--- src/afs_regs.vh ---
// Constants for the alarm and fault summary block.
// Assumes a 125 MHz pclk and a 32-bit APB register bus.
`ifndef AFS_REGS_VH
`define AFS_REGS_VH
`define AFS_CLK_PERIOD_NS 8
`define AFS_NS_PER_MS     1000000
`define AFS_FUNC_DLY_MS   2000
`define AFS_TRF_DLY_MS    100
`define AFS_DEB_MS        10
`define AFS_STALL_MS      1
`define AFS_FLASH_MS      250
`define AFS_NMOD          4
`define AFS_NCH           12
`define AFS_NSCAN         2
`define AFS_MOD_CPB       2
`define AFS_RATE_LIMIT    8'h32
`define AFS_CODE_OFF      3'h2
`define AFS_CODE_TTY      3'h0
`define AFS_CODE_R06      3'h3
`define AFS_CODE_R12      3'h1
`define AFS_CODE_R24      3'h5
`define AFS_CODE_R48      3'h4
`define AFS_CODE_R96      3'h6
`define AFS_CODE_OPEN     3'h7
`define AFS_SEL_SPARE     3'h7
`define AFS_ADDR_CTRL     12'h000
`define AFS_ADDR_FSK      12'h004
`define AFS_ADDR_STATUS   12'h008
`define AFS_ADDR_RATE     12'h00C
`define AFS_ADDR_SCAN     12'h010
`define AFS_CTRL_RST      1'h1
`define AFS_FSK_RST       12'h000
`define AFS_FS_IDLE       4'h1
`define AFS_FS_SOUND      4'h2
`define AFS_FS_SILENT     4'h4
`define AFS_FS_RESCAN     4'h8
`endif

--- src/afs_top.v ---
// Alarm and fault summary: traffic, functional and rate alarms, lamps,
// module fault LEDs, audible alarm, pushbuttons and activity scanners.
// Assumes all inputs but the two pushbuttons are synchronous to pclk; panel parts are outside.
//
// Local design decisions: the register addresses and the APB slave port.
`timescale 1ns/10ps
`include "afs_regs.vh"
module afs_top #(
  parameter FUNC_DLY_CYC  = `AFS_FUNC_DLY_MS * (`AFS_NS_PER_MS /
                            `AFS_CLK_PERIOD_NS),
  parameter TRF_DLY_CYC   = `AFS_TRF_DLY_MS * (`AFS_NS_PER_MS /
                            `AFS_CLK_PERIOD_NS),
  parameter DEB_CYC       = `AFS_DEB_MS * (`AFS_NS_PER_MS /
                            `AFS_CLK_PERIOD_NS),
  parameter STALL_CYC     = `AFS_STALL_MS * (`AFS_NS_PER_MS /
                            `AFS_CLK_PERIOD_NS),
  parameter FLASH_CYC     = `AFS_FLASH_MS * (`AFS_NS_PER_MS /
                            `AFS_CLK_PERIOD_NS)
) (
  input  wire        pclk,
  input  wire        presetn,
  input  wire        psel,
  input  wire        penable,
  input  wire        pwrite,
  input  wire [11:0] paddr,
  input  wire [31:0] pwdata,
  output reg  [31:0] prdata,
  output wire        pready,
  output wire        pslverr,
  input  wire        conditioned_diphase_active,
  input  wire [3:0]  module_fault_req,
  input  wire [13:0] scan_points,
  input  wire [35:0] rate_switch_code,
  input  wire        ack_test_button,
  input  wire        assign_button,
  output reg         traffic_fault_lamp,
  output reg         functional_fault_lamp,
  output reg         rate_overload_lamp,
  output reg  [3:0]  module_fault_led,
  output reg         audible_alarm,
  output reg  [35:0] assigned_rate_code,
  output reg         channel_assign
);

  // Rate in units of 0.6 kb/s; open circuit reads as off
  function [4:0] rate_units;
    input [2:0] code;
    begin
      case (code)
        `AFS_CODE_TTY: rate_units = 5'h02;
        `AFS_CODE_R06: rate_units = 5'h01;
        `AFS_CODE_R12: rate_units = 5'h02;
        `AFS_CODE_R24: rate_units = 5'h04;
        `AFS_CODE_R48: rate_units = 5'h08;
        `AFS_CODE_R96: rate_units = 5'h10;
        default:       rate_units = 5'h00;
      endcase
    end
  endfunction

  function fsk_ok;
    input [2:0] code;
    begin
      fsk_ok = (code == `AFS_CODE_OFF) || (code == `AFS_CODE_TTY) ||
               (code == `AFS_CODE_OPEN);
    end
  endfunction

  // Pushbuttons: sync, debounce, rising edge
  reg  [1:0]  ack_sync_reg;
  reg  [1:0]  asg_sync_reg;
  reg  [23:0] ack_deb_reg;
  reg  [23:0] asg_deb_reg;
  reg         ack_level_reg;
  reg         asg_level_reg;
  reg         ack_press_reg;
  reg         asg_press_reg;

  always @(posedge pclk or negedge presetn) begin
    if (!presetn) begin
      ack_sync_reg  <= 2'h0;
      asg_sync_reg  <= 2'h0;
      ack_deb_reg   <= 24'h000000;
      asg_deb_reg   <= 24'h000000;
      ack_level_reg <= 1'b0;
      asg_level_reg <= 1'b0;
      ack_press_reg <= 1'b0;
      asg_press_reg <= 1'b0;
    end else begin
      ack_sync_reg  <= {ack_sync_reg[0], ack_test_button};
      asg_sync_reg  <= {asg_sync_reg[0], assign_button};
      ack_press_reg <= 1'b0;
      asg_press_reg <= 1'b0;
      // Level must hold steady for the debounce time to be accepted
      if (ack_sync_reg[1] == ack_level_reg) begin
        ack_deb_reg <= 24'h000000;
      end else if (ack_deb_reg == DEB_CYC[23:0]) begin
        ack_deb_reg   <= 24'h000000;
        ack_level_reg <= ack_sync_reg[1];
        ack_press_reg <= ack_sync_reg[1];
      end else begin
        ack_deb_reg <= ack_deb_reg + 24'h000001;
      end
      if (asg_sync_reg[1] == asg_level_reg) begin
        asg_deb_reg <= 24'h000000;
      end else if (asg_deb_reg == DEB_CYC[23:0]) begin
        asg_deb_reg   <= 24'h000000;
        asg_level_reg <= asg_sync_reg[1];
        asg_press_reg <= asg_sync_reg[1];
      end else begin
        asg_deb_reg <= asg_deb_reg + 24'h000001;
      end
    end
  end

  // Registers written by software; fs_state carries the alarm sequence state
  reg         ctrl_alarm_en_reg;
  reg  [11:0] fsk_mask_reg;
  wire [3:0]  fs_state;

  // Activity scanners
  reg  [2:0]  scan_sel_reg   [0:`AFS_NSCAN-1];
  reg  [19:0] scan_idle_reg  [0:`AFS_NSCAN-1];
  reg         scan_prev_reg  [0:`AFS_NSCAN-1];
  wire [`AFS_NSCAN-1:0] scan_stalled;
  wire [`AFS_NSCAN-1:0] scan_wrap;
  wire        scan_step = ack_press_reg && (fs_state == `AFS_FS_SILENT);

  genvar g;
  generate
    for (g = 0; g < `AFS_NSCAN; g = g + 1) begin : g_scan
      wire [7:0] mux_in = {1'b0, scan_points[g*7 +: 7]};
      wire       point  = mux_in[scan_sel_reg[g]];
      // Spare eighth input always passes so the scan wraps
      wire       act    = (point != scan_prev_reg[g]) ||
                          (scan_sel_reg[g] == `AFS_SEL_SPARE);
      assign scan_stalled[g] = (scan_idle_reg[g] == STALL_CYC[19:0]);
      assign scan_wrap[g]    = act &&
                               (scan_sel_reg[g] == `AFS_SEL_SPARE);
      always @(posedge pclk or negedge presetn) begin
        if (!presetn) begin
          scan_sel_reg[g]  <= 3'h0;
          scan_idle_reg[g] <= 20'h00000;
          scan_prev_reg[g] <= 1'b0;
        end else begin
          scan_prev_reg[g] <= point;
          if (scan_step || act) begin
            scan_sel_reg[g]  <= scan_sel_reg[g] + 3'h1;
            scan_idle_reg[g] <= 20'h00000;
          end else if (!scan_stalled[g]) begin
            scan_idle_reg[g] <= scan_idle_reg[g] + 20'h00001;
          end
        end
      end
    end
  endgenerate

  // Module fault confirmation: fault must persist for the full delay
  reg  [27:0] mod_cnt_reg [0:`AFS_NMOD-1];
  reg  [`AFS_NMOD-1:0] mod_conf_reg;
  wire [`AFS_NMOD-1:0] mod_raw;

  generate
    for (g = 0; g < `AFS_NMOD; g = g + 1) begin : g_mod
      if (g == `AFS_MOD_CPB) begin : g_cpb
        assign mod_raw[g] = module_fault_req[g] | (|scan_stalled);
      end else begin : g_oth
        assign mod_raw[g] = module_fault_req[g];
      end
      always @(posedge pclk or negedge presetn) begin
        if (!presetn) begin
          mod_cnt_reg[g]  <= 28'h0000000;
          mod_conf_reg[g] <= 1'b0;
        end else if (!mod_raw[g]) begin
          mod_cnt_reg[g]  <= 28'h0000000;
          mod_conf_reg[g] <= 1'b0;
        end else if (mod_cnt_reg[g] == FUNC_DLY_CYC[27:0]) begin
          mod_conf_reg[g] <= 1'b1;
        end else begin
          mod_cnt_reg[g] <= mod_cnt_reg[g] + 28'h0000001;
        end
      end
    end
  endgenerate

  wire any_conf = |mod_conf_reg;
  wire any_raw  = |mod_raw;

  // Traffic monitor with false-alarm delay
  reg  [27:0] trf_cnt_reg;
  reg         trf_fail_reg;
  reg         trf_sil_reg;
  reg         trf_resound_reg;

  always @(posedge pclk or negedge presetn) begin
    if (!presetn) begin
      trf_cnt_reg     <= 28'h0000000;
      trf_fail_reg    <= 1'b0;
      trf_sil_reg     <= 1'b0;
      trf_resound_reg <= 1'b0;
    end else begin
      if (conditioned_diphase_active) begin
        trf_cnt_reg  <= 28'h0000000;
        trf_fail_reg <= 1'b0;
      end else if (trf_cnt_reg == TRF_DLY_CYC[27:0]) begin
        trf_fail_reg <= 1'b1;
      end else begin
        trf_cnt_reg <= trf_cnt_reg + 28'h0000001;
      end
      if (trf_fail_reg && conditioned_diphase_active) begin
        // Restore after an acknowledge sounds again; set beats the ack
        trf_resound_reg <= trf_sil_reg;
        trf_sil_reg     <= 1'b0;
      end else begin
        if (ack_press_reg && trf_fail_reg) begin
          trf_sil_reg <= 1'b1;
        end
        if (ack_press_reg) begin
          trf_resound_reg <= 1'b0;
        end
      end
    end
  end

  // Functional alarm sequence
  reg  [3:0] fs_reg;
  reg  [3:0] fs_next;
  reg        func_mem_reg;
  assign fs_state = fs_reg;

  always @* begin
    case (fs_reg)
      `AFS_FS_IDLE:
        fs_next = any_conf ? `AFS_FS_SOUND : `AFS_FS_IDLE;
      // A re-stall drops confirmation though the fault stays raised
      `AFS_FS_SOUND:
        fs_next = !any_raw ? `AFS_FS_IDLE :
                  ack_press_reg ? `AFS_FS_SILENT : `AFS_FS_SOUND;
      `AFS_FS_SILENT:
        fs_next = !any_raw ? `AFS_FS_IDLE :
                  ack_press_reg ? `AFS_FS_RESCAN : `AFS_FS_SILENT;
      `AFS_FS_RESCAN:
        // A wrap of either scanner with no halt and no fault raised means the fault is gone
        fs_next = (|scan_stalled) ? `AFS_FS_SOUND :
                  ((|scan_wrap) && !any_raw) ? `AFS_FS_IDLE :
                  `AFS_FS_RESCAN;
      default:
        fs_next = `AFS_FS_IDLE;
    endcase
  end

  always @(posedge pclk or negedge presetn) begin
    if (!presetn) begin
      fs_reg       <= `AFS_FS_IDLE;
      func_mem_reg <= 1'b0;
    end else begin
      fs_reg <= fs_next;
      if (any_conf) begin
        func_mem_reg <= 1'b1;
      end else if (fs_next == `AFS_FS_IDLE) begin
        func_mem_reg <= 1'b0;
      end
    end
  end

  // Rate checking and channel assignment
  reg  [7:0]  rate_sum;
  reg  [11:0] fsk_bad;
  integer     i;

  always @* begin
    rate_sum = 8'h00;
    fsk_bad  = 12'h000;
    for (i = 0; i < `AFS_NCH; i = i + 1) begin
      rate_sum = rate_sum + {3'h0, rate_units(rate_switch_code[i*3 +: 3])};
      fsk_bad[i] = fsk_mask_reg[i] &&
                   !fsk_ok(rate_switch_code[i*3 +: 3]);
    end
  end

  wire overload  = (rate_sum > `AFS_RATE_LIMIT);
  wire fsk_inval = |fsk_bad;

  reg [25:0] flash_cnt_reg;
  reg        flash_reg;
  reg [7:0]  assign_cnt_reg;

  always @(posedge pclk or negedge presetn) begin
    if (!presetn) begin
      flash_cnt_reg      <= 26'h0000000;
      flash_reg          <= 1'b0;
      assigned_rate_code <= 36'h000000000;
      channel_assign     <= 1'b0;
      assign_cnt_reg     <= 8'h00;
    end else begin
      if (flash_cnt_reg == FLASH_CYC[25:0]) begin
        flash_cnt_reg <= 26'h0000000;
        flash_reg     <= ~flash_reg;
      end else begin
        flash_cnt_reg <= flash_cnt_reg + 26'h0000001;
      end
      // Programming is inhibited while the rates are not acceptable
      channel_assign <= asg_press_reg && !overload && !fsk_inval;
      if (asg_press_reg && !overload && !fsk_inval) begin
        assigned_rate_code <= rate_switch_code;
        assign_cnt_reg     <= assign_cnt_reg + 8'h01;
      end
    end
  end

  // Outputs
  wire no_fault  = !trf_fail_reg && !func_mem_reg && !any_conf &&
                   !overload && !fsk_inval;
  wire lamp_test = ack_level_reg && no_fault;
  wire snd = ctrl_alarm_en_reg &&
             ((trf_fail_reg && !trf_sil_reg) || trf_resound_reg ||
              (fs_reg == `AFS_FS_SOUND));

  always @(posedge pclk or negedge presetn) begin
    if (!presetn) begin
      traffic_fault_lamp    <= 1'b0;
      functional_fault_lamp <= 1'b0;
      rate_overload_lamp    <= 1'b0;
      module_fault_led      <= 4'h0;
      audible_alarm         <= 1'b0;
    end else begin
      traffic_fault_lamp    <= trf_fail_reg || lamp_test;
      functional_fault_lamp <= (func_mem_reg && !trf_fail_reg) ||
                               lamp_test;
      rate_overload_lamp    <= overload || (fsk_inval && flash_reg) ||
                               lamp_test;
      module_fault_led      <= mod_conf_reg | {4{lamp_test}};
      audible_alarm         <= snd;
    end
  end

  // APB slave: zero wait states, unmapped addresses give pslverr
  wire wr_en = psel && penable && pwrite;
  reg  hit;
  always @* begin
    case (paddr)
      `AFS_ADDR_CTRL, `AFS_ADDR_FSK, `AFS_ADDR_STATUS,
      `AFS_ADDR_RATE, `AFS_ADDR_SCAN: hit = 1'b1;
      default:                        hit = 1'b0;
    endcase
  end
  assign pready  = 1'b1;
  assign pslverr = psel && penable && !hit;

  always @(posedge pclk or negedge presetn) begin
    if (!presetn) begin
      ctrl_alarm_en_reg <= `AFS_CTRL_RST;
      fsk_mask_reg      <= `AFS_FSK_RST;
    end else if (wr_en) begin
      if (paddr == `AFS_ADDR_CTRL) begin
        ctrl_alarm_en_reg <= pwdata[0];
      end
      if (paddr == `AFS_ADDR_FSK) begin
        fsk_mask_reg <= pwdata[11:0];
      end
    end
  end

  always @* begin
    case (paddr)
      `AFS_ADDR_CTRL:   prdata = {31'h0, ctrl_alarm_en_reg};
      `AFS_ADDR_FSK:    prdata = {20'h0, fsk_mask_reg};
      `AFS_ADDR_STATUS: prdata = {16'h0000, fs_reg, mod_conf_reg,
                                  trf_resound_reg, trf_sil_reg,
                                  trf_fail_reg, func_mem_reg,
                                  audible_alarm, rate_overload_lamp,
                                  functional_fault_lamp,
                                  traffic_fault_lamp};
      `AFS_ADDR_RATE:   prdata = {assign_cnt_reg, 2'h0, fsk_bad,
                                  fsk_inval, overload, rate_sum};
      `AFS_ADDR_SCAN:   prdata = {24'h0, scan_stalled, scan_sel_reg[1],
                                  scan_sel_reg[0]};
      default:          prdata = 32'h00000000;
    endcase
  end

endmodule

--- config.mk ---
export PLATFORM = sky130hd
export DESIGN_NAME = afs_top
export DESIGN_NICKNAME = d
export VERILOG_FILES = /design/src/afs_top.v
export VERILOG_INCLUDE_DIRS = /design/src /design/src/src
export SDC_FILE = /design/constraint.sdc
export NUM_CORES = 1
export LEC_CHECK = 0
export BUFFER_PORTS_ARGS = -buffer_cell sky130_fd_sc_hd__buf_2
export CORE_AREA = 10 10 199 238
export CTS_CLUSTER_DIAMETER = 100
export DETAILED_ROUTE_END_ITERATION = 12
export DIE_AREA = 0 0 209 248
export GPL_TIMING_DRIVEN = 0
export SYNTH_ARGS = -nofsm -noshare
export SYNTH_HDL_FRONTEND = slang
export SYNTH_SLANG_ARGS = --single-unit
export TNS_END_PERCENT = 5
--- constraint.sdc ---
create_clock -name pclk -period 13.4 [get_ports pclk]
set_clock_uncertainty 0.15 [all_clocks]
set_input_delay 0.67 -clock pclk [delete_from_list [all_inputs] [get_ports pclk]]
set_output_delay 0.67 -clock pclk [all_outputs]
set_load 0.03 [all_outputs]
==> out/results.ini <==
[logic_synthesis]
synth.area.top_cells=dfrtp_1 (45%), xor2_1 (5.2%), xnor2_1 (4.9%)
syn_avg_cell_area_sq_um=9.985
ys.flop_type=dfrtp_1
synthDominantCellAreaShare=0.4490
ys_seq_elements=349
synth_cell_types=61
synth_area_sq_um=19340
ys_seq_area_frac=0.4517
yosysWarnings=0
synthCells=1937
synth_area_leader_cell=dfrtp_1
synth-edff-count=0
async_flop_share=1.000

[grt]
antenna_found_initial=1
grt_pass1_wl_mm=77.41
gr-total-overflow=0
grt_max_degree=92
grt_pass1_vias=14950
track_usage=0.1786

[critical_path]
crit_type=in -> out
reg2reg_depth=9
cp_common_cell=fa_1
path_max_fanout=10
cp.depth=18
rr_endpoint=assigned_rate_code[19]
worstPathArrival_ps=6450
cp_cell_sequence=buf_2 -> or3b_2 -> fa_1 -> inv_1 -> fa_1 -> inv_1 -> fa_1 -> fa_1 -> fa_1 -> inv_1 -> ha_1 -> a211oi_2 -> nor2_1 -> a221o_1 -> nor4_4 -> a211o_1 -> a21oi_1 -> buf_2
slowest_stage=nor4_4
cp-end-kind=output port
crit_required_ps=12580
regToRegSetupSlack_ps=10280
critPathMaxStageDelay_ps=700
endpoint=prdata[8]
start_kind=primary input
r2r-start=fsk_mask_reg[2]
crit_start=rate_switch_code[2]
critPathBufInv=5
cpLargestDelayFamily=adder cells

[floorplanning]
start_util=0.4542
io-pin-count=185
die_area_sq_um=51830
die_x_um=209
core_area_sq_um=42580
die_y_um=248
rows=83

[clocking]
clkSinkCount=349
ctsHtreeMaxLevel=2
cts_tree=done
clockBufferDepth=3
clkSlewWorstSetupHoldPaths_ps=60
clkLatencyLatePin_ps=570
cts_buffers=39
clock-root-buffer=clkbuf_16

[drt]
ant_nets=0
wl_per_cell_um=16.75
drcViolationCount=0
drt_first_pass_iters=5
dr.first_iter.drc_count=746
routed_via_density=5.313
routed_wl_mm=45.67
vias=14480

[layout]
n_fill_cell=3931
seq_area_sq_um=8736
drive_above_1_share=0.1505
final_core_util=0.5230
syn2layout_area_growth_pct=15.13
largest_reg_flops=112
multiInputGateArea_sq_um=9997
stdcell_area_sq_um=22270
finalNetCount=2334

[timing]
slew_headroom=0.3649
rsz0062_at_grt=false
fin_crit_ps=7271
fmax_mhz=137.5
final.setup.worst_slack_ps=6129
period_share=0.5426
timing.hold.ws_ps=61.37
max_slew.worst_pin.slew_ps=943.9
setup_tns_ps=0
drv_slew=0
finalSetupViolations=0
hold_viol=0

[placed_design]
hpwlAfterDp_mm=34.07
io_buffers=160
post_dp_cell_area_sq_um=20940
routabilityCongestion=0.8238
preCtsSetupSlack_ps=6155

[pwr]
ir_drop_uv=118.8
powerDensity_nw_per_um2=124.8
seqPwrFrac=0.404
leakage_nw=10.11
p_sw_mw=0.8282
clkPwrFrac=0.394
p_sw_frac=0.2979
p_comb_frac=0.202
p_int_mw=1.952

[run_status]
status=complete, no violations

[min_path]
min_path_type=in -> reg

[flow_run]
timing.max_cap.violations=0

-- Yosys cell counts (8+ instances only) --
library cell / instances
nor2b_1: 21
nand3_1: 100
and3b_1: 8
mux2i_1: 16
a21boi_0: 14
and4_1: 21
nand4_1: 66
nor4b_1: 27
fa_1: 47
o21ai_0: 60
and2_1: 64
or3_1: 37
xor2_1: 114
clkbuf_1: 45
nand2b_1: 13
nor3_1: 44
nand2_1: 124
xnor2_1: 108
nor2_1: 222
dfrtp_1: 347
mux2_2: 48
a21oi_1: 34
ha_1: 38
or3b_2: 10
nand3b_1: 27
inv_1: 105
o21a_1: 8
or2_2: 13
and3_1: 55
mux2_4: 10
nor4_1: 25
-- how the worst min path moves through the flow --
stage                         start               to  slack, ps  depth (start not counted)
floorplan           ack_sync_reg[0]  ack_sync_reg[1]        180                          0
global placement    ack_sync_reg[0]  ack_sync_reg[1]        190                          0
detailed placement  asg_sync_reg[0]  asg_sync_reg[1]        180                          0
CTS                 ack_test_button  ack_sync_reg[0]         30                          1
global route        ack_test_button  ack_sync_reg[0]         30                          1
finish              ack_test_button  ack_sync_reg[0]         60                          1
-- cell type report --
class	instances	area share
flip-flops and latches	349	0.3923
multi-input cells	1432	0.4490
diodes	1	0.0001124
clock inverters	13	0.006349
inverters	105	0.01770
well taps	552	0.03102
clock buffers	58	0.05293
plain buffers	52	0.01006
repair buffers	164	0.04057
-- kinds of logic after synthesis --
logic type / Yosys count / synth area share
muxes: 77 / 0.04748
DFF: 349 / 0.4517
adders and majority gates: 85 / 0.07323
and+or+nand+nor: 897 / 0.2493
AOI/OAI and AO/OA: 148 / 0.04541
other: 2 / 0.0003883
xor gates and xnor gates: 222 / 0.1005
buffers and inverters: 157 / 0.03196
-- worst reg2reg max path, stage by stage, from the launching register on --
cell and delay (ps):
dfrtp_1 450, o21ai_0 110, a31oi_1 110, nor4_1 630, and2_1 220, clkbuf_1 460
nand3_2 190, buf_6 210, buf_6 170, mux2_4 310
-- routing by layer --
| metal | wire (um) | part of all wire | track usage |
|---|---|---|---|
| met1 | 20110 | 0.44 | 0.2206 |
| met2 | 22630 | 0.50 | 0.3119 |
| met3 | 1903 | 0.042 | 0.03483 |
| met4 | 1031 | 0.023 | 0.05147 |
| met5 | 0 | 0 | 0 |
-- layout by cell type (no fill, tap or decap), types with 5 or more instances in the layout --
cell	netlist	final
nand3b_1	27	27
nor2b_1	21	21
and2_1	64	64
and3_1	55	55
dfrtp_1	347	347
mux2_2	48	48
inv_1	105	105
nor3b_1	7	7
ha_1	38	38
clkbuf_16	0	40
clkinv_2	0	5
clkbuf_1	45	52
a21oi_1	34	34
nand3_1	100	100
or3b_2	10	10
xor2_1	114	114
nor2_1	222	222
or3_1	37	37
and4_1	21	21
a31oi_1	5	5
or2_2	13	13
or4_1	5	5
mux2i_1	16	16
fa_1	47	47
o21a_1	8	8
a22oi_1	5	5
clkbuf_8	0	11
o21ai_0	60	60
nand4_1	66	66
nor4b_1	27	27
mux2_4	10	10
nand2_1	124	124
xnor2_1	108	108
and3b_1	8	8
nor3_1	44	44
nand2b_1	13	13
a21boi_0	14	14
nor4_1	25	24
buf_2	2	161
-- through the flow --
step	cells	power, mW
2_1_floorplan	1938	1.519
3_3_place_gp	2650	1.691
3_5_place_dp	2653	1.705
4_1_cts	2725	2.821
5_1_grt	2726	2.938
6_report	2726	2.780
-- timing repair --
item	CTS	global route
buffers inserted	0	0
hold endpoints to repair	76	0
resized for setup	0	0
hold buffers	1	0
-- power groups by stage --
stage / combinational, mW / sequential [mW] / clock (mW)
2_1_floorplan: 0.386 / 1.13 / 0
3_3_place_gp: 0.550 / 1.14 / 0
3_5_place_dp: 0.563 / 1.14 / 0
4_1_cts: 0.567 / 1.12 / 1.13
5_1_grt: 0.633 / 1.13 / 1.18
6_report: 0.561 / 1.12 / 1.10
No activity file was read; power rests on OpenSTA's default activity.
